## config.mk

```make
export PLATFORM = sky130hd
export DESIGN_NAME = ring_station_flat
export DESIGN_NICKNAME = d
export VERILOG_FILES = /design/src/common/ring_frame_pkg.sv /design/src/common/ring_link_if.sv /design/src/rtl/ring_station.sv /design/src/rtl/ring_neighbour.sv /design/src/flat_wrapper.sv
export SDC_FILE = /design/constraint.sdc
export NUM_CORES = 1
export LEC_CHECK = 0
export BUFFER_PORTS_ARGS = -buffer_cell sky130_fd_sc_hd__buf_4
export CAP_MARGIN = 20
export CORE_MARGIN = 3
export CORE_UTILIZATION = 31
export CTS_CLUSTER_DIAMETER = 120
export DETAILED_ROUTE_END_ITERATION = 6
export MAX_ROUTING_LAYER = met4
export PLACE_DENSITY = 0.57
export SYNTH_ARGS = -nofsm -noshare
export SYNTH_HDL_FRONTEND = slang
export SYNTH_HIERARCHICAL = 1
export SYNTH_SLANG_ARGS = --single-unit
```

## constraint.sdc

```tcl
create_clock -name i_clock -period 3.1 [get_ports i_clock]
set_input_delay 0.465 -clock i_clock [delete_from_list [all_inputs] [get_ports i_clock]]
set_output_delay 0.465 -clock i_clock [all_outputs]
set_load 0.02 [all_outputs]
```

## src/common/ring_frame_pkg.sv

```systemverilog
// Contract
// RULE_01 - addresses are 48 bits wide
// RULE_02 - default rotation time between 165 and 200 ms
// RULE_03 - restore input returns timer defaults
// RULE_04 - info field 0 to 4478 bytes; the transmit framer always sends at least 1
// RULE_05 - never issue or capture restricted tokens
// RULE_06 - send 16 idles; copy needs 12, repeat 2
// RULE_07 - JK start delimiter then two-symbol control
// RULE_08 - destination then source, 12 symbols each
// RULE_09 - info over 8956 symbols is flagged
// RULE_10 - 8-symbol check sequence, generated and checked
// RULE_11 - one-symbol end delimiter, three status symbols
// RULE_12 - station repeat delay under one microsecond
// RULE_13 - concentrator repeat delay one microsecond per port
// RULE_14 - budget 1.164 microseconds per physical layer
// RULE_15 - four bits per symbol, byte is pair
`default_nettype none
package ring_frame_pkg;
    localparam int CLOCK_MHZ = 250;
    localparam logic [4:0] SYM_IDLE = 5'h1F;
    localparam logic [4:0] SYM_J = 5'h18;
    localparam logic [4:0] SYM_K = 5'h11;
    // control codes keep bit 4 set, apart from the data nibbles
    localparam logic [4:0] SYM_T = 5'h1D;
    localparam logic [4:0] SYM_R = 5'h17;
    localparam logic [4:0] SYM_S = 5'h19;
    localparam int TX_PREAMBLE = 16;
    localparam int COPY_PREAMBLE = 12;
    localparam int REPEAT_PREAMBLE = 2;
    localparam int ADDR_BITS = 48;
    localparam int ADDR_BYTES = 6;
    localparam int INFO_MAX_BYTES = 4478;
    localparam int INFO_MAX_SYMBOLS = 8956;
    localparam int FCS_BYTES = 4;
    localparam int STATUS_SYMBOLS = 3;
    localparam logic [7:0] FC_RESTRICTED_TOKEN = 8'h80;
    localparam logic [7:0] FC_TOKEN_MASK = 8'hF0;
    localparam int ROT_MIN_MS = 165;
    localparam int ROT_MAX_MS = 200;
    localparam logic [31:0] ROT_DEFAULT_US = 32'h0002_DF24;
    localparam int REPEAT_DELAY_NS = 1000;
    localparam int REPEAT_DELAY_CYC = REPEAT_DELAY_NS * CLOCK_MHZ / 1000;
    localparam logic [31:0] CRC_INIT = 32'hFFFF_FFFF;
    localparam logic [31:0] CRC_POLY = 32'hEDB8_8320;
    localparam logic [31:0] CRC_GOOD = 32'hDEBB_20E3;
    typedef logic [4:0] symbol_t;
    function automatic logic [31:0] crc_byte(input logic [31:0] c, input logic [7:0] d);
        logic [31:0] r;
        r = c;
        for (int i = 0; i < 8; i++) begin
            r = (r[0] ^ d[i]) ? ((r >> 1) ^ CRC_POLY) : (r >> 1);
        end
        return r;
    endfunction
endpackage
`default_nettype wire

```

## src/common/ring_link_if.sv

```systemverilog
`timescale 1ns/1ns
`default_nettype none
interface ring_link_if;
    import ring_frame_pkg::*;
    symbol_t sym_a;
    symbol_t sym_b;
    modport station (output sym_a, input sym_b);
    modport neighbour (input sym_a, output sym_b);
endinterface
`default_nettype wire

```

## src/rtl/ring_station.sv

```systemverilog
`timescale 1ns/1ns
`default_nettype none
module ring_station #(
    parameter logic [31:0] ROT_DEFAULT = ring_frame_pkg::ROT_DEFAULT_US
) (
    // clock and reset
    input wire logic i_clock,
    input wire logic i_reset,
    // link
    ring_link_if.station link,
    // timer restore and value
    input wire logic i_restore,
    input wire logic i_rot_load,
    input wire logic [31:0] i_rot_value,
    output logic [31:0] o_rot_time,
    // transmit request
    input wire logic i_tx_start,
    input wire logic [7:0] i_tx_fc,
    input wire logic [ring_frame_pkg::ADDR_BITS-1:0] i_tx_da,
    input wire logic [ring_frame_pkg::ADDR_BITS-1:0] i_tx_sa,
    input wire logic i_tx_valid,
    input wire logic [7:0] i_tx_data,
    input wire logic i_tx_last,
    output logic o_tx_ready,
    output logic o_tx_busy,
    output logic o_tx_refused,
    // receive
    output logic o_rx_valid,
    output logic [7:0] o_rx_data,
    output logic o_rx_sof,
    output logic o_rx_eof,
    output logic o_rx_fcs_ok,
    output logic o_rx_too_long,
    output logic o_rx_token
);
    import ring_frame_pkg::*;
    typedef enum logic [7:0] {
        T_IDLE = 8'h01, T_PRE = 8'h02, T_HDR = 8'h04, T_INFO = 8'h08,
        T_FCS = 8'h10, T_END = 8'h20, T_STAT = 8'h40, T_DONE = 8'h80
    } tx_e;
    tx_e st_ff, nxt_st;
    logic [4:0] cnt_ff, nxt_cnt;
    logic hi_ff, nxt_hi;
    logic [7:0] byte_ff, nxt_byte;
    logic [31:0] crc_ff, nxt_crc;
    logic [111:0] hdr_ff, nxt_hdr;
    symbol_t txs_ff, nxt_txs;
    logic [13:0] info_ff, nxt_info;
    logic [31:0] rot_ff, nxt_rot;
    logic refused_ff, nxt_refused;
    symbol_t rx1_ff, rx2_ff;
    always_comb begin
        nxt_rot = rot_ff;
        if (i_restore) begin
            nxt_rot = ROT_DEFAULT; // [RULE_03] [RULE_02]
        end else if (i_rot_load) begin
            nxt_rot = i_rot_value;
        end
    end
    // transmit framer: 16 idle, JK, FC+DA+SA, info, FCS, T, status
    always_comb begin
        nxt_st = st_ff;
        nxt_cnt = cnt_ff;
        nxt_hi = hi_ff;
        nxt_byte = byte_ff;
        nxt_crc = crc_ff;
        nxt_hdr = hdr_ff;
        nxt_txs = SYM_IDLE;
        nxt_info = info_ff;
        nxt_refused = 1'b0;
        o_tx_ready = 1'b0;
        case (st_ff)
            T_IDLE: begin
                if (i_tx_start) begin
                    if ((i_tx_fc & FC_TOKEN_MASK) == FC_RESTRICTED_TOKEN) begin
                        nxt_refused = 1'b1; // [RULE_05]
                    end else begin
                        nxt_st = T_PRE;
                        nxt_cnt = 5'(TX_PREAMBLE - 1);
                        nxt_hdr = {i_tx_fc, i_tx_da, i_tx_sa, 8'h00}; // [RULE_01] [RULE_08]
                        nxt_crc = CRC_INIT;
                        nxt_info = '0;
                    end
                end
            end
            T_PRE: begin
                if (cnt_ff == 5'h0) begin
                    nxt_txs = SYM_J; // [RULE_06] [RULE_07]
                    nxt_st = T_HDR;
                    nxt_cnt = 5'(1 + 2 * ADDR_BYTES);
                    nxt_hi = 1'b0;
                end else begin
                    nxt_cnt = cnt_ff - 5'h1;
                end
            end
            T_HDR: begin
                if (txs_ff == SYM_J) begin
                    nxt_txs = SYM_K; // [RULE_07]
                end else if (!hi_ff) begin
                    nxt_txs = {1'b0, hdr_ff[111:108]};
                    nxt_hi = 1'b1;
                end else begin
                    nxt_txs = {1'b0, hdr_ff[107:104]}; // [RULE_15]
                    nxt_crc = crc_byte(crc_ff, hdr_ff[111:104]); // [RULE_10]
                    nxt_hdr = {hdr_ff[103:0], 8'h00};
                    nxt_hi = 1'b0;
                    nxt_cnt = cnt_ff - 5'h1;
                    if (cnt_ff == 5'h1) begin
                        nxt_st = T_INFO;
                    end
                end
            end
            T_INFO: begin
                if (!hi_ff) begin
                    o_tx_ready = 1'b1;
                    if (i_tx_valid) begin
                        nxt_byte = i_tx_data;
                        nxt_txs = {1'b0, i_tx_data[7:4]};
                        nxt_hi = 1'b1;
                        nxt_crc = crc_byte(crc_ff, i_tx_data);
                        nxt_info = info_ff + 14'h1;
                        // last byte accepted also ends the field at the byte limit
                        if (i_tx_last || info_ff == 14'(INFO_MAX_BYTES - 1)) begin
                            nxt_cnt = 5'h1F; // [RULE_04] [RULE_09]
                        end
                    end else begin
                        nxt_txs = SYM_IDLE;
                    end
                end else begin
                    nxt_txs = {1'b0, byte_ff[3:0]};
                    nxt_hi = 1'b0;
                    if (cnt_ff == 5'h1F) begin
                        nxt_st = T_FCS;
                        nxt_cnt = 5'(2 * FCS_BYTES - 1);
                    end
                end
            end
            T_FCS: begin
                // each check byte goes out high nibble first, like data
                if (cnt_ff[0]) begin
                    nxt_txs = {1'b0, ~crc_ff[7:4]}; // [RULE_10] [RULE_15]
                end else begin
                    nxt_txs = {1'b0, ~crc_ff[3:0]};
                    nxt_crc = {8'h00, crc_ff[31:8]};
                end
                nxt_cnt = cnt_ff - 5'h1;
                if (cnt_ff == 5'h0) begin
                    nxt_st = T_END;
                end
            end
            T_END: begin
                nxt_txs = SYM_T; // [RULE_11]
                nxt_st = T_STAT;
                nxt_cnt = 5'(STATUS_SYMBOLS - 1);
            end
            T_STAT: begin
                nxt_txs = SYM_R; // [RULE_11]
                nxt_cnt = cnt_ff - 5'h1;
                if (cnt_ff == 5'h0) begin
                    nxt_st = T_DONE;
                end
            end
            default: begin
                nxt_st = T_IDLE;
            end
        endcase
    end
    always_ff @(posedge i_clock) begin
        if (i_reset) begin
            st_ff <= T_IDLE;
            cnt_ff <= '0;
            hi_ff <= 1'b0;
            byte_ff <= '0;
            crc_ff <= CRC_INIT;
            hdr_ff <= '0;
            txs_ff <= SYM_IDLE;
            info_ff <= '0;
            rot_ff <= ROT_DEFAULT;
            refused_ff <= 1'b0;
        end else begin
            st_ff <= nxt_st;
            cnt_ff <= nxt_cnt;
            hi_ff <= nxt_hi;
            byte_ff <= nxt_byte;
            crc_ff <= nxt_crc;
            hdr_ff <= nxt_hdr;
            txs_ff <= nxt_txs;
            info_ff <= nxt_info;
            rot_ff <= nxt_rot;
            refused_ff <= nxt_refused;
        end
    end
    assign link.sym_a = txs_ff;
    assign o_rot_time = rot_ff;
    assign o_tx_busy = (st_ff != T_IDLE);
    assign o_tx_refused = refused_ff;
    // receive: two-stage capture of the ring symbols
    always_ff @(posedge i_clock) begin
        if (i_reset) begin
            rx1_ff <= SYM_IDLE;
            rx2_ff <= SYM_IDLE;
        end else begin
            rx1_ff <= link.sym_b;
            rx2_ff <= rx1_ff;
        end
    end
    ring_deframer u_rx (
        .i_clock(i_clock),
        .i_reset(i_reset),
        .i_sym(rx2_ff),
        .i_min_preamble(5'(COPY_PREAMBLE)),
        .o_valid(o_rx_valid),
        .o_data(o_rx_data),
        .o_sof(o_rx_sof),
        .o_eof(o_rx_eof),
        .o_fcs_ok(o_rx_fcs_ok),
        .o_too_long(o_rx_too_long),
        .o_token(o_rx_token)
    );
endmodule
`default_nettype wire

```

## src/rtl/ring_neighbour.sv

```systemverilog
`timescale 1ns/1ns
`default_nettype none


module ring_deframer (
    // clock and reset
    input wire logic i_clock,
    input wire logic i_reset,
    // symbol stream
    input wire ring_frame_pkg::symbol_t i_sym,
    input wire logic [4:0] i_min_preamble,
    // bytes out
    output logic o_valid,
    output logic [7:0] o_data,
    output logic o_sof,
    output logic o_eof,
    output logic o_fcs_ok,
    output logic o_too_long,
    output logic o_token
);
    import ring_frame_pkg::*;
    // header is 13 bytes, check is 4; info beyond the limit is flagged
    localparam int BODY_MAX_BYTES = INFO_MAX_BYTES + 2 * ADDR_BYTES + 1 + FCS_BYTES;
    typedef enum logic [3:0] {R_IDLE = 4'h1, R_J = 4'h2, R_BODY = 4'h4, R_END = 4'h8} rx_e;
    rx_e st_ff, nxt_st;
    logic [4:0] pre_ff, nxt_pre;
    logic hi_ff, nxt_hi;
    logic [3:0] nib_ff, nxt_nib;
    logic [31:0] crc_ff, nxt_crc;
    logic [14:0] len_ff, nxt_len;
    logic v_ff, nxt_v, sof_ff, nxt_sof, eof_ff, nxt_eof, ok_ff, nxt_ok, long_ff, nxt_long;
    logic tok_ff, nxt_tok, first_ff, nxt_first;
    logic [7:0] d_ff, nxt_d;
    always_comb begin
        nxt_st = st_ff;
        nxt_pre = pre_ff;
        nxt_hi = hi_ff;
        nxt_nib = nib_ff;
        nxt_crc = crc_ff;
        nxt_len = len_ff;
        nxt_v = 1'b0;
        nxt_sof = 1'b0;
        nxt_eof = 1'b0;
        nxt_ok = ok_ff;
        nxt_long = long_ff;
        nxt_tok = 1'b0;
        nxt_first = first_ff;
        nxt_d = d_ff;
        case (st_ff)
            R_IDLE: begin
                if (i_sym == SYM_IDLE) begin
                    nxt_pre = (pre_ff == 5'h1F) ? pre_ff : pre_ff + 5'h1;
                end else if (i_sym == SYM_J && pre_ff >= i_min_preamble) begin
                    nxt_st = R_J; // [RULE_06]
                end else begin
                    nxt_pre = '0;
                end
            end
            R_J: begin
                nxt_pre = '0;
                nxt_st = (i_sym == SYM_K) ? R_BODY : R_IDLE; // [RULE_07]
                nxt_hi = 1'b0;
                nxt_crc = CRC_INIT;
                nxt_len = '0;
                nxt_long = 1'b0;
                nxt_first = 1'b1;
            end
            R_BODY: begin
                if (i_sym == SYM_T) begin
                    nxt_st = R_END; // [RULE_11]
                    nxt_eof = 1'b1;
                    nxt_ok = (crc_ff == CRC_GOOD); // [RULE_10]
                    nxt_long = (len_ff > 15'(BODY_MAX_BYTES)); // [RULE_09] [RULE_04]
                    nxt_tok = first_ff; // [RULE_05]
                end else if (!i_sym[4]) begin
                    if (!hi_ff) begin
                        nxt_nib = i_sym[3:0];
                        nxt_hi = 1'b1;
                    end else begin
                        nxt_d = {nib_ff, i_sym[3:0]}; // [RULE_15]
                        nxt_v = 1'b1;
                        nxt_sof = first_ff;
                        nxt_first = 1'b0;
                        nxt_hi = 1'b0;
                        nxt_crc = crc_byte(crc_ff, {nib_ff, i_sym[3:0]});
                        nxt_len = (len_ff == 15'h7FFF) ? len_ff : len_ff + 15'h1;
                    end
                end else begin
                    nxt_st = R_IDLE;
                end
            end
            default: begin
                if (i_sym == SYM_IDLE) begin
                    nxt_st = R_IDLE;
                    nxt_pre = 5'h1;
                end
            end
        endcase
    end
    always_ff @(posedge i_clock) begin
        if (i_reset) begin
            st_ff <= R_IDLE;
            pre_ff <= '0;
            hi_ff <= 1'b0;
            nib_ff <= '0;
            crc_ff <= CRC_INIT;
            len_ff <= '0;
            v_ff <= 1'b0;
            sof_ff <= 1'b0;
            eof_ff <= 1'b0;
            ok_ff <= 1'b0;
            long_ff <= 1'b0;
            tok_ff <= 1'b0;
            first_ff <= 1'b0;
            d_ff <= '0;
        end else begin
            st_ff <= nxt_st;
            pre_ff <= nxt_pre;
            hi_ff <= nxt_hi;
            nib_ff <= nxt_nib;
            crc_ff <= nxt_crc;
            len_ff <= nxt_len;
            v_ff <= nxt_v;
            sof_ff <= nxt_sof;
            eof_ff <= nxt_eof;
            ok_ff <= nxt_ok;
            long_ff <= nxt_long;
            tok_ff <= nxt_tok;
            first_ff <= nxt_first;
            d_ff <= nxt_d;
        end
    end
    assign o_valid = v_ff;
    assign o_data = d_ff;
    assign o_sof = sof_ff;
    assign o_eof = eof_ff;
    assign o_fcs_ok = ok_ff;
    assign o_too_long = long_ff;
    assign o_token = tok_ff;
endmodule
`default_nettype wire

```

## src/flat_wrapper.sv

```systemverilog
// flat-port wrapper written by rule: the top's interface ports become plain ports
module ring_station_flat import ring_frame_pkg::*;
#(
    parameter logic [31:0] ROT_DEFAULT = ring_frame_pkg::ROT_DEFAULT_US
)
  (i_clock, i_reset, i_restore, i_rot_load, i_rot_value, o_rot_time, i_tx_start, i_tx_fc, i_tx_da, i_tx_sa, i_tx_valid, i_tx_data, i_tx_last, o_tx_ready, o_tx_busy, o_tx_refused, o_rx_valid, o_rx_data, o_rx_sof, o_rx_eof, o_rx_fcs_ok, o_rx_too_long, o_rx_token, link_sym_a, link_sym_b);
  ring_link_if link_i ();
  input wire logic i_clock;
  input wire logic i_reset;
  input wire logic i_restore;
  input wire logic i_rot_load;
  input wire logic [31:0] i_rot_value;
  output logic [31:0] o_rot_time;
  input wire logic i_tx_start;
  input wire logic [7:0] i_tx_fc;
  input wire logic [ring_frame_pkg::ADDR_BITS-1:0] i_tx_da;
  input wire logic [ring_frame_pkg::ADDR_BITS-1:0] i_tx_sa;
  input wire logic i_tx_valid;
  input wire logic [7:0] i_tx_data;
  input wire logic i_tx_last;
  output logic o_tx_ready;
  output logic o_tx_busy;
  output logic o_tx_refused;
  output logic o_rx_valid;
  output logic [7:0] o_rx_data;
  output logic o_rx_sof;
  output logic o_rx_eof;
  output logic o_rx_fcs_ok;
  output logic o_rx_too_long;
  output logic o_rx_token;
  output wire logic [$bits(link_i.sym_a)-1:0] link_sym_a;
  input wire logic [$bits(link_i.sym_b)-1:0] link_sym_b;
  assign link_sym_a = link_i.sym_a;
  assign link_i.sym_b = link_sym_b;
  ring_station #(.ROT_DEFAULT(ROT_DEFAULT)) u_core (.i_clock(i_clock), .i_reset(i_reset), .link(link_i), .i_restore(i_restore), .i_rot_load(i_rot_load), .i_rot_value(i_rot_value), .o_rot_time(o_rot_time), .i_tx_start(i_tx_start), .i_tx_fc(i_tx_fc), .i_tx_da(i_tx_da), .i_tx_sa(i_tx_sa), .i_tx_valid(i_tx_valid), .i_tx_data(i_tx_data), .i_tx_last(i_tx_last), .o_tx_ready(o_tx_ready), .o_tx_busy(o_tx_busy), .o_tx_refused(o_tx_refused), .o_rx_valid(o_rx_valid), .o_rx_data(o_rx_data), .o_rx_sof(o_rx_sof), .o_rx_eof(o_rx_eof), .o_rx_fcs_ok(o_rx_fcs_ok), .o_rx_too_long(o_rx_too_long), .o_rx_token(o_rx_token));
endmodule
```

==> impl_results.md, run 1 <==
- Outcome: completed
- Sequential share of power: 37.3%
- First-pass GRT wire length: roughly 70,000 um
- Root buf cell: clkbuf_16
- CP arrival: ~2.4 ns
- Sequential area share after synthesis: between 30% and 40%
- Mapped Cells: approximately 1,700
- Routed vias: approximately 13,000
- Placed cells: roughly 2,500
- Slew headroom: about half
- Hold_buf cts: 0
- Vias per inst: ~5
- Reg2Reg Launch Point: u_core/st_ff[2]
- CTS tree: yes
- Syn avg cell area: 8.629 sq um
- Max cap viols: 0
- Share of layout cells above drive strength 1: between 10% and 20%
- Min Hold Slack: approximately 0.10 ns
- Setup_tns: 0 ns
- Final Hold Vio Count: 0
- Fmax: between 300 and 400 MHz
- Worst Hold Class: input pin to register
- Fin nets: approximately 2,100
- Initial antenna violation count: 1
- Clk_lat worst skew: approximately 0.55 ns
- Critical Path End Type: output port
- R2R cell count: 6
- Post-synth EDFFs: 0
- Internal power: roughly 0.0086 W
- Gate power share: between 20 and 30%
- Clk network pwr share: approximately a third
- Setup-failing EPs final: 0
- Vias in the first global route: roughly 13,000
- CTS clk-pin slew, worst paths: roughly 0.06 ns
- WS Path Type: register to output port
- Final wirelength: ~44,000 um
- Ports: 210
- Seq cells post-synth: a little under 300
- Max Root-Sink Buffers: 3
- Reg2Reg Setup Slack: ~0.43 ns
- GRT overflow: 0
- Area leader, netlist: dfxtp_1
- Largest net degree at the start of global routing: approximately 110
- Antenna Nets Post-Route: 0
- Max-slew violation total from the final report: 0
- Fraction of registers with async set/reset: 0%
- Switching power of the nets: ~0.0043 W
- Leak pwr: about 7.4 nW
- Post-Syn Area: 15,080 sq um
- Reg2reg end: u_core/crc_ff[21]
- Clock skew: approximately 0.027 ns
- Global placer's final weighted congestion: between 0.8 and 0.9
- Critical Path Start Type: register
- Tot GR Track Use: between 15 and 20%
- Total CTS buffers: 36
- CTS resizes: 0
- Residual DRC: 0
- Final Critical Period: about 2.8 ns
- Crit path capture: o_tx_ready
- Area contributors post-synth: dfxtp_1 39%, nand2_1 7.4%, a311oi_1 5.8%, xnor2_1 5.8%, nor2_1 5.7%
- Crit. Startpoint: u_core/st_ff[2]
- Worst-Margin Slew: about 0.76 ns
- Maximum vdd drop: 0.4557 mV
- Final Non-Filler Cells: 2,557
- Core Box Area: between 40,000 and 50,000 sq um
- Hpwl dp: about 31,000 um
- PortBufs: roughly 210
- Total setup buffers inserted after CTS: 0
- Final clock period utilization by the worst path: roughly nine tenths
- Crit path required time: about 2.6 ns
- Power per cell area: 697.4 nW/um^2
- DRT Pass-1 Iters: 5
- Layout area overhead: 22.25%
- H-tree depth: 2
- DR iter-0 viols: approximately 800
- Fin util: about 38%
- Top_reg_cell synth: dfxtp_1
- Site row count: 80
- Die ar.: between 50,000 and 60,000 sq um
- Switching share of power: about a third
- Initial Util: between 30% and 40%
- RSZ-0062 raised after global routing: false
- Die Wd: approximately 230 um
- Distinct cell type count after synthesis: 93
- Worst-path fanout max: 19
- Yosys Warn Count: 6
- WL per Instance: approximately 17 um
- # clock sinks: between 200 and 300
- Die height: 226.6 um
- Share of the synthesized area in the top cell type: between 30% and 40%
logic make-up after synthesis:
kind of cell / share of synthesized area [%]
simple gates: 21.24
compound gates: 16.20
flops: 38.76
xor+xnor: 14.59
buf+inv: 4.056
mux: 3.940
fa+ha+maj: 1.161
other cells: 0.04979
how the worst min path moves through the flow:
stage | depth (start not counted) | slack (ns) | endpoint | from
after global placement | 1 | 0.40 | u_core/rx2_ff[2] | u_core/rx1_ff[2]
final | 2 | 0.10 | u_core/rx1_ff[3] | link_sym_b[3]
after detailed placement | 1 | 0.39 | u_core/rx2_ff[2] | u_core/rx1_ff[2]
after CTS | 2 | 0.07 | u_core/rx1_ff[3] | link_sym_b[3]
after floorplan | 1 | 0.39 | u_core/rx2_ff[0] | u_core/rx1_ff[0]
after global routing | 2 | 0.08 | u_core/rx1_ff[3] | link_sym_b[3]
critical path, cell delays in order, from the launching register on:
cell and delay [ns]:
dfxtp_1 0.53, nor3b_2 0.46, nand3_1 0.37, nor2_1 0.28, buf_4 0.18
power groups by stage:
stage          Combinational (W)  Clock, W  Sequential, W
2_1_floorplan            0.00298         0        0.00474
3_3_place_gp             0.00368         0        0.00488
3_5_place_dp             0.00376         0        0.00488
4_1_cts                  0.00377   0.00443        0.00481
5_1_grt                  0.00416   0.00456        0.00487
6_report                 0.00378   0.00428        0.00480
placed cells by master (no fill, tap or decap), drive strengths merged, types with 5 or more instances in the layout:
master	instances
nor4	6
nor3	26
xor2	74
nand4	19
or3	6
nor3b	6
buf	245
nand2b	8
and2	6
conb	5
o22a	10
or2	14
o22ai	29
nand2	299
and4	7
ha	14
inv	22
a221oi	9
or4	5
nor4b	9
nor2b	7
a21oi	67
nand3	31
dfxtp	292
a31oi	7
o221ai	6
nor2	229
mux2i	56
a211oi	6
a311oi	100
a21o	6
xnor2	127
clkbuf	53
nand4b	6
o21a	5
and3	12
o211ai	7
o21ai	42
final cells by class:
type | instances | area, sq um
diodes | 1 | 2.502
clock buffers | 53 | 1096
clock inverters | 8 | 102.6
fillers | 4919 | 29510
inverters | 21 | 78.83
multi-input cells | 1322 | 8651
flip-flops and latches | 292 | 5846
well taps | 615 | 769.5
repair buffers | 245 | 1893
cell usage after synthesis (5+ instances only):
cell type	instances
a211oi_1	5
a21o_1	6
a21oi_1	66
a221oi_1	9
a311oi_1	100
a31oi_1	6
and2_1	5
and3_1	12
and4_1	7
buf_1	6
buf_2	28
buf_4	16
clkbuf_1	64
dfxtp_1	292
ha_1	14
inv_1	19
mux2i_1	56
nand2_1	299
nand2b_1	8
nand3_1	31
nand4_1	19
nand4b_1	6
nor2_1	229
nor2b_1	7
nor3_1	23
nor3b_1	5
nor4b_1	6
o211ai_1	7
o21a_1	5
o21ai_0	38
o221ai_1	5
o22a_1	10
o22ai_1	29
or2_2	10
or3_1	6
or4_1	5
xnor2_1	100
xnor2_2	24
xor2_1	65
xor2_2	5
metrics by stage:
step | cell area, sq um | worst slack [ns] | power, W
3_3_place_gp | 17240 | 0.5516 | 0.008560
2_1_floorplan | 15090 | 0.9390 | 0.007714
6_report | 18440 | 0.2598 | 0.01286
5_1_grt | 18440 | 0.03972 | 0.01359
3_5_place_dp | 17240 | 0.4957 | 0.008638
4_1_cts | 18440 | 0.2508 | 0.01300
registers in the layout, summed over array words and instances (netlist names), 4 cells and up:
name / cells
u_core/byte_ff: 4
u_core/cnt_ff: 5
u_core/crc_ff: 32
u_core/hdr_ff: 104
u_core/info_ff: 14
u_core/link.sym_a: 5
u_core/o_rot_time: 32
u_core/rx1_ff: 5
u_core/rx2_ff: 5
u_core/st_ff: 8
u_core/u_rx/crc_ff: 32
u_core/u_rx/len_ff: 15
u_core/u_rx/nib_ff: 4
u_core/u_rx/o_data: 8
u_core/u_rx/pre_ff: 5
u_core/u_rx/st_ff: 4
layer usage:
metal / routed length, um / global-route usage (%)
met1: 19960 / 22.26
met2: 21080 / 27.87
met3: 2380 / 3.172
met4: 1002 / 5.419
met5: 0 / -
(Power assumes the default switching activity.)
==> run 2, diff against run 1 <==
==> constraint.sdc (replaced) <==
create_clock -name i_clock -period 3.14 [get_ports i_clock]
set_input_delay 0.471 -clock i_clock [delete_from_list [all_inputs] [get_ports i_clock]]
set_output_delay 0.471 -clock i_clock [all_outputs]
set_load 0.02 [all_outputs]
==> run 2 against run 1 <==
  * Clock power grew 4%
  * Combinational power grew 1%
  * Critical path type is now register to register
  * Sequential power shrank 1%
  * Setup slack gained 0.018 ns
  * Highest routed layer unchanged
  * Design area grew 0.60%
  * Via count grew 0.11%
==> impl_results.md, run 2 (synthesized netlist as in run 1, its figures left out) <==
- Critical Path End Type: register
- Total CTS buffers: 36 (unchanged)
- RSZ-0062 raised after global routing: false
- Hold_buf cts: 0 (unchanged)
- Worst-path fanout max: 44 (+25)
- Multi-input logic area: 8651 sq um (unchanged)
- Critical Path Start Type: register
- Residual DRC: 0 (unchanged)
- Crit-path leading delay family: compound AO/OA/AOI/OAI gates
- Slowest cell delay on critical path: 0.78 ns (+0.25 ns)
- CTS resizes: 0 (unchanged)
- Max Root-Sink Buffers: 3 (unchanged)
- Ports: 210 (unchanged)
- Maximum vdd drop: 0.3444 mV (-24%)
- Vias per inst: 5.141 (-0.12%)
- Largest register FFs: 104 (unchanged)
- Routed vias: 13,180 (+0.11%)
- Max cap viols: 0 (unchanged)
- Worst-Margin Slew: 0.9814 ns (+0.2175 ns)
- Antenna Nets Post-Route: 0 (unchanged)
- CTS tree: yes
- Share of layout cells above drive strength 1: 19.61% (+0.19 points)
- Bufs and invs on worst path: 1 (unchanged)
- Fin nets: 2,093 (+0.24%)
- Die ar.: 51,340 sq um (unchanged)
- Register area: 5846 sq um (unchanged)
- DP Area: 17,290 sq um (+0.29%)
- Setup-failing EPs final: 0 (unchanged)
- Switching share of power: 32.37% (-0.84 points)
- Vias in the first global route: 13,060 (+3.2%)
- Root buf cell: clkbuf_16
- Biggest register: u_core/hdr_ff
- DRT Pass-1 Iters: 6 (+1)
- DR iter-0 viols: 885 (+7.7%)
- Core Box Area: 47,950 sq um (unchanged)
- Largest net degree at the start of global routing: 106 (-0.93%)
- Clk network pwr share: 34.2% (+0.9 points)
- Most common cell after layout, fill and taps aside: nand2_1
- Initial antenna violation count: 0 (-1)
- WS Path Type: register to register
- Final wirelength: 44,580 um (+0.35%)
- CP arrival: 3.24 ns (+0.86 ns)
- Global placer's final weighted congestion: 0.9213 (+4.9%)
- Max-slew violation total from the final report: 0 (unchanged)
- Total setup buffers inserted after CTS: 0 (unchanged)
- Tot GR Track Use: 17.60% (+0.24 points)
- Slew headroom: 34.56% (-15 points)
- First-pass GRT wire length: 70,840 um (+1.9%)
- PortBufs: 209 (unchanged)
- # clock sinks: 292 (unchanged)
- Outcome: completed
- R2R cell count: 6 (unchanged)
- Clk_lat worst skew: 0.54 ns (about the same)
- Final Critical Period: around 2.9 ns
- Internal power: 0.008797 W (+2.4%)
- Worst Hold Class: input pin to register
- Min Hold Slack: 0.1200 ns (+0.01747 ns)
- WL per Instance: 17.39 um (+0.11%)
- N_diodes: 0 (-1)
- Highest-delay cell along the critical path: dfxtp_1
- Worst path cell trace: nand4_1 -> o21ai_0 -> a21oi_4 -> buf_12 -> nor2_1 -> a311oi_1
- GRT overflow: 0 (unchanged)
- Worst hold path depth: 2 (unchanged)
- Die Wd: 226.6 um (unchanged)
- CTS clk-pin slew, worst paths: 0.06 ns (about the same)
- Final clock period utilization by the worst path: between 90% and 100%
- Gate power share: 29.4% (about the same)
- Layout area overhead: 22.98%
- Final Hold Vio Count: 0 (unchanged)
- Sequential share of power: 36.4% (-0.9 points)
- Power per cell area: 701.2 nW/um^2 (+0.55%)
- Setup_tns: 0 ns (unchanged)
- Filler instances: 4,832 (-1.8%)
- Worst path depth: 6 (+2)
- H-tree depth: 2 (unchanged)
- Clock skew: 0.01167 ns (-0.01493 ns)
- Final instance area: 18,550 sq um (+0.60%)
- Initial Util: 31.46% (unchanged)
- Switching power of the nets: 0.004210 W (-1.4%)
- Leak pwr: 7.435 nW (+0.90%)
- Crit path required time: 3.51 ns (+0.88 ns)
- Die height: 226.6 um (unchanged)
- Fmax: approximately 350 MHz
- Hpwl dp: 31,240 um (+0.99%)
- Site row count: 80 (unchanged)
- Commonest non-fill, non-tap cells in the layout: 299 x nand2_1, 292 x dfxtp_1, 244 x buf_4
## run 2: path summary, 6_finish.rpt
path	endpoint	from	slack, ns
max	u_core/hdr_ff[83]	u_core/st_ff[2]	0.28
min	u_core/rx1_ff[3]	link_sym_b[3]	0.12
max reg2reg	u_core/hdr_ff[83]	u_core/st_ff[2]	0.28
min reg2reg	u_core/rx2_ff[3]	u_core/rx1_ff[3]	0.42
## run 2: cell type report
type | instances | share of cell area [%]
clock buffer | 51 | 5.653
clock inverter | 12 | 1.147
inverter | 21 | 0.4250
multi-input combinational | 1322 | 46.64
sequential | 292 | 31.51
tap | 615 | 4.148
timing repair buffer | 250 | 10.48
## run 2: worst register-to-register path, delay by kind of cell, from the launching register on
kind / cells / cell delay, ns
compound gates: 3 / 0.99
buf+inv: 1 / 0.26
flops: 1 / 0.78
simple gates: 2 / 0.68
## run 2: per-stage QoR
| stage | power [W] | setup WS [ns] | cells | util [%] |
|---|---|---|---|---|
| 3_5_place_dp | 0.008608 | 0.3987 | 2500 | 36.06 |
| 4_1_cts | 0.01316 | 0.2802 | 2563 | 38.69 |
| 2_1_floorplan | 0.007616 | 0.9790 | 1751 | - |
| 5_1_grt | 0.01379 | 0.1124 | 2563 | 38.69 |
| 3_3_place_gp | 0.008530 | 0.4979 | 2500 | 36.06 |
| 6_report | 0.01301 | 0.2774 | 2563 | 38.69 |
## run 2: per-layer routing
layer | vias up | GRT usage (%) | part of all wire, %
li1 | 6486 | - | -
met1 | 6246 | 22.53 | 45
met2 | 373 | 27.85 | 46
met3 | 71 | 3.677 | 6.2
met4 | 0 | 5.704 | 2.4
met5 | - | - | 0
## run 2: power by group through the flow
stage / registers, W / logic (W) / clock network (W)
2_1_floorplan: 0.00468 / 0.00294 / 0
3_3_place_gp: 0.00480 / 0.00373 / 0
3_5_place_dp: 0.00481 / 0.00380 / 0
4_1_cts: 0.00474 / 0.00381 / 0.00462
5_1_grt: 0.00481 / 0.00421 / 0.00477
6_report: 0.00474 / 0.00382 / 0.00445
==> run 3, diff against run 2 <==
--- a/config.mk
+++ b/config.mk
@@ -13,6 +13,7 @@
 export DETAILED_ROUTE_END_ITERATION = 6
 export MAX_ROUTING_LAYER = met4
 export PLACE_DENSITY = 0.57
+export RECOVER_POWER = 100
 export SYNTH_ARGS = -nofsm -noshare
 export SYNTH_HDL_FRONTEND = slang
 export SYNTH_HIERARCHICAL = 1
==> run 3 against run 2 <==
  * The run now ends with capacitance limit, slew limit left
  * Fmax decreased by 1.7%
  * Die area did not move
  * Worst hold slack about the same
  * Clock skew shrank 0.0013 ns
  * Design area decreased by 1.8%
  * Via count decreased by 0.14%
  * First-iteration DRC count grew 2.3%
  * Count of clock-buffer cells in the layout stayed put
  * Core utilization shrank 0.70 points
  * Combinational power is 2% lower
  * Sequential power about the same
  * Critical endpoint is now o_tx_ready
  * Routed wire length fell by 0.18%
==> impl_results.md, run 3 (synthesized netlist as in run 1, its figures left out) <==
- H-tree depth: 2 (unchanged)
- Top Layer Used: met4
- Outcome: finished, violations left
- Hold_buf cts: 0 (unchanged)
- Final wirelength: 44,500 um (-0.18%)
- Max cap viols: 2 (+2)
- Max Root-Sink Buffers: 3 (unchanged)
- Max-slew violation total from the final report: 109 (+109)
- Die height: 226.6 um (unchanged)
- CP arrival: 2.44 ns (-0.80 ns)
- Die Wd: 226.6 um (unchanged)
- Worst Hold Class: input pin to register
- Root buf cell: clkbuf_16
- Clk_lat worst skew: 0.54 ns (about the same)
- M1 wire length: 20,280 um (+0.90%)
- Crit path required time: 2.67 ns (-0.84 ns)
- Internal power: 0.008739 W (-0.65%)
- Final Critical Period: 2.913 ns (+0.05031 ns)
- Total CTS buffers: 36 (unchanged)
- CTS resizes: 0 (unchanged)
- Commonest non-fill, non-tap cells in the layout: 299 x nand2_1, 292 x dfxtp_1, 229 x nor2_1
- # clock sinks: 292 (unchanged)
- Worst path cell trace: nor3b_2 -> nand3_1 -> nor2_1 -> clkbuf_1
- Leak pwr: 7.161 nW (-3.7%)
- Maximum vdd drop: 0.3439 mV (-0.14%)
- Setup_tns: 0 ns (unchanged)
- Slowest cell delay on critical path: 0.53 ns (-0.25 ns)
- Metal3 WL: 2568 um (-6.9%)
- Global placer's final weighted congestion: 0.9213 (unchanged)
- Final Hold Vio Count: 0 (unchanged)
- Failing checks: capacitance limit, slew limit
- Tot GR Track Use: 17.60% (unchanged)
- Power per cell area: 710.0 nW/um^2 (+1.3%)
- Worst-path fanout max: 10 (-77%)
- Crit-path leading delay family: simple AND/OR/NAND/NOR gates
- DR iter-0 viols: 905 (+2.3%)
- Biggest register: u_core/hdr_ff
- PortBufs: 209 (unchanged)
- Bufs and invs on worst path: 1 (unchanged)
- First-pass GRT wire length: 70,840 um (unchanged)
- Share of layout cells above drive strength 1: 15.97% (-3.6 points)
- Setup-failing EPs final: 0 (unchanged)
- Largest net degree at the start of global routing: 106 (unchanged)
- Most common cell after layout, fill and taps aside: nand2_1
- Vias per inst: 5.134 (-0.14%)
- Worst-Margin Slew: 2.215 ns (+1.233 ns)
- Initial Util: 31.46% (unchanged)
- Slew headroom: -47.64% (-82 points)
- Min Hold Slack: 0.1196 ns (-0.0003820 ns)
- Critical Path Start Type: register
- WS Path Type: register to output port
- Gate power share: 29.0% (-0.4 points)
- Largest register FFs: 104 (unchanged)
- Layout area overhead: 20.75%
- Switching power of the nets: 0.004193 W (-0.42%)
- Clk network pwr share: 34.4% (+0.2 points)
- DR WL met2: 20,580 um (-0.38%)
- RSZ-0062 raised after global routing: false
- WL per Instance: 17.36 um (-0.18%)
- Fmax: 343.3 MHz (-1.7%)
- Antenna Nets Post-Route: 0 (unchanged)
- DRT Pass-1 Iters: 6 (unchanged)
- Highest-delay cell along the critical path: dfxtp_1
- Hpwl dp: 31,240 um (unchanged)
- Switching share of power: 32.42% (+0.051 points)
- Vias in the first global route: 13,060 (unchanged)
- Initial antenna violation count: 0 (unchanged)
- Ports: 210 (unchanged)
- Sequential share of power: 36.6% (+0.2 points)
- GRT overflow: 0 (unchanged)
- Routed vias: 13,160 (-0.14%)
- Core Box Area: 47,950 sq um (unchanged)
- CTS tree: yes
- Final clock period utilization by the worst path: 92.77% (+1.6 points)
- CTS clk-pin slew, worst paths: 0.06 ns (about the same)
- Critical Path End Type: output port
- Clock skew: 0.01034 ns (-0.001328 ns)
- Fin nets: 2,093 (unchanged)
- Site row count: 80 (unchanged)
- N_diodes: 0 (unchanged)
- Die ar.: 51,340 sq um (unchanged)
- Residual DRC: 0 (unchanged)
- Total setup buffers inserted after CTS: 0 (unchanged)
-- run 3: worst reg2reg max path, cell delays in order, from the launching register on --
cell and delay, ns:
dfxtp_1 0.72, nor4_1 0.17, and4b_1 0.35, a2111oi_0 0.87, a211oi_2 0.29, a311oi_1 0.37
-- run 3: path summary, 6_finish.rpt --
path	from	end	slack (ns)	depth (start not counted)
min	link_sym_b[3]	u_core/rx1_ff[3]	0.12	2
max	u_core/st_ff[3]	o_tx_ready	0.23	4
min reg2reg	u_core/rx1_ff[3]	u_core/rx2_ff[3]	0.42	1
max reg2reg	u_core/st_ff[2]	u_core/cnt_ff[1]	0.27	5
-- run 3: cell type report --
cell class              instances  area (sq um)
clock buffers                  51          1049
clock inverters                12         212.7
fillers                      4925         29730
inverters                      21         78.83
multi-input cells            1322          8582
flip-flops and latches        292          5846
well taps                     615         769.5
repair buffers                250          1677
-- run 3: metal layers --
metal  GRT usage, %  vias up
li1               -     6482
met1          22.53     6270
met2          27.85      335
met3          3.677       71
met4          5.704        0
met5              -        -
-- run 3: power groups by stage --
stage / registers (W) / clock network, W / logic [W]
final: 0.00473 / 0.00445 / 0.00375
after global routing: 0.00480 / 0.00477 / 0.00414
after CTS: 0.00474 / 0.00462 / 0.00381
after detailed placement: 0.00481 / 0 / 0.00380
after global placement: 0.00480 / 0 / 0.00373
after floorplan: 0.00468 / 0 / 0.00294
-- run 3: stage by stage --
| stage | util (%) | total power (W) | setup WS (ns) | cells | instance area [sq um] |
|---|---|---|---|---|---|
| final | 37.99 | 0.01293 | 0.2271 | 2563 | 18210 |
| after global routing | 37.99 | 0.01372 | 0.07278 | 2563 | 18210 |
| after CTS | 38.69 | 0.01316 | 0.2802 | 2563 | 18550 |
| after detailed placement | 36.06 | 0.008608 | 0.3987 | 2500 | 17290 |
| after global placement | 36.06 | 0.008530 | 0.4979 | 2500 | 17290 |
| after floorplan | - | 0.007616 | 0.9790 | 1751 | 15090 |
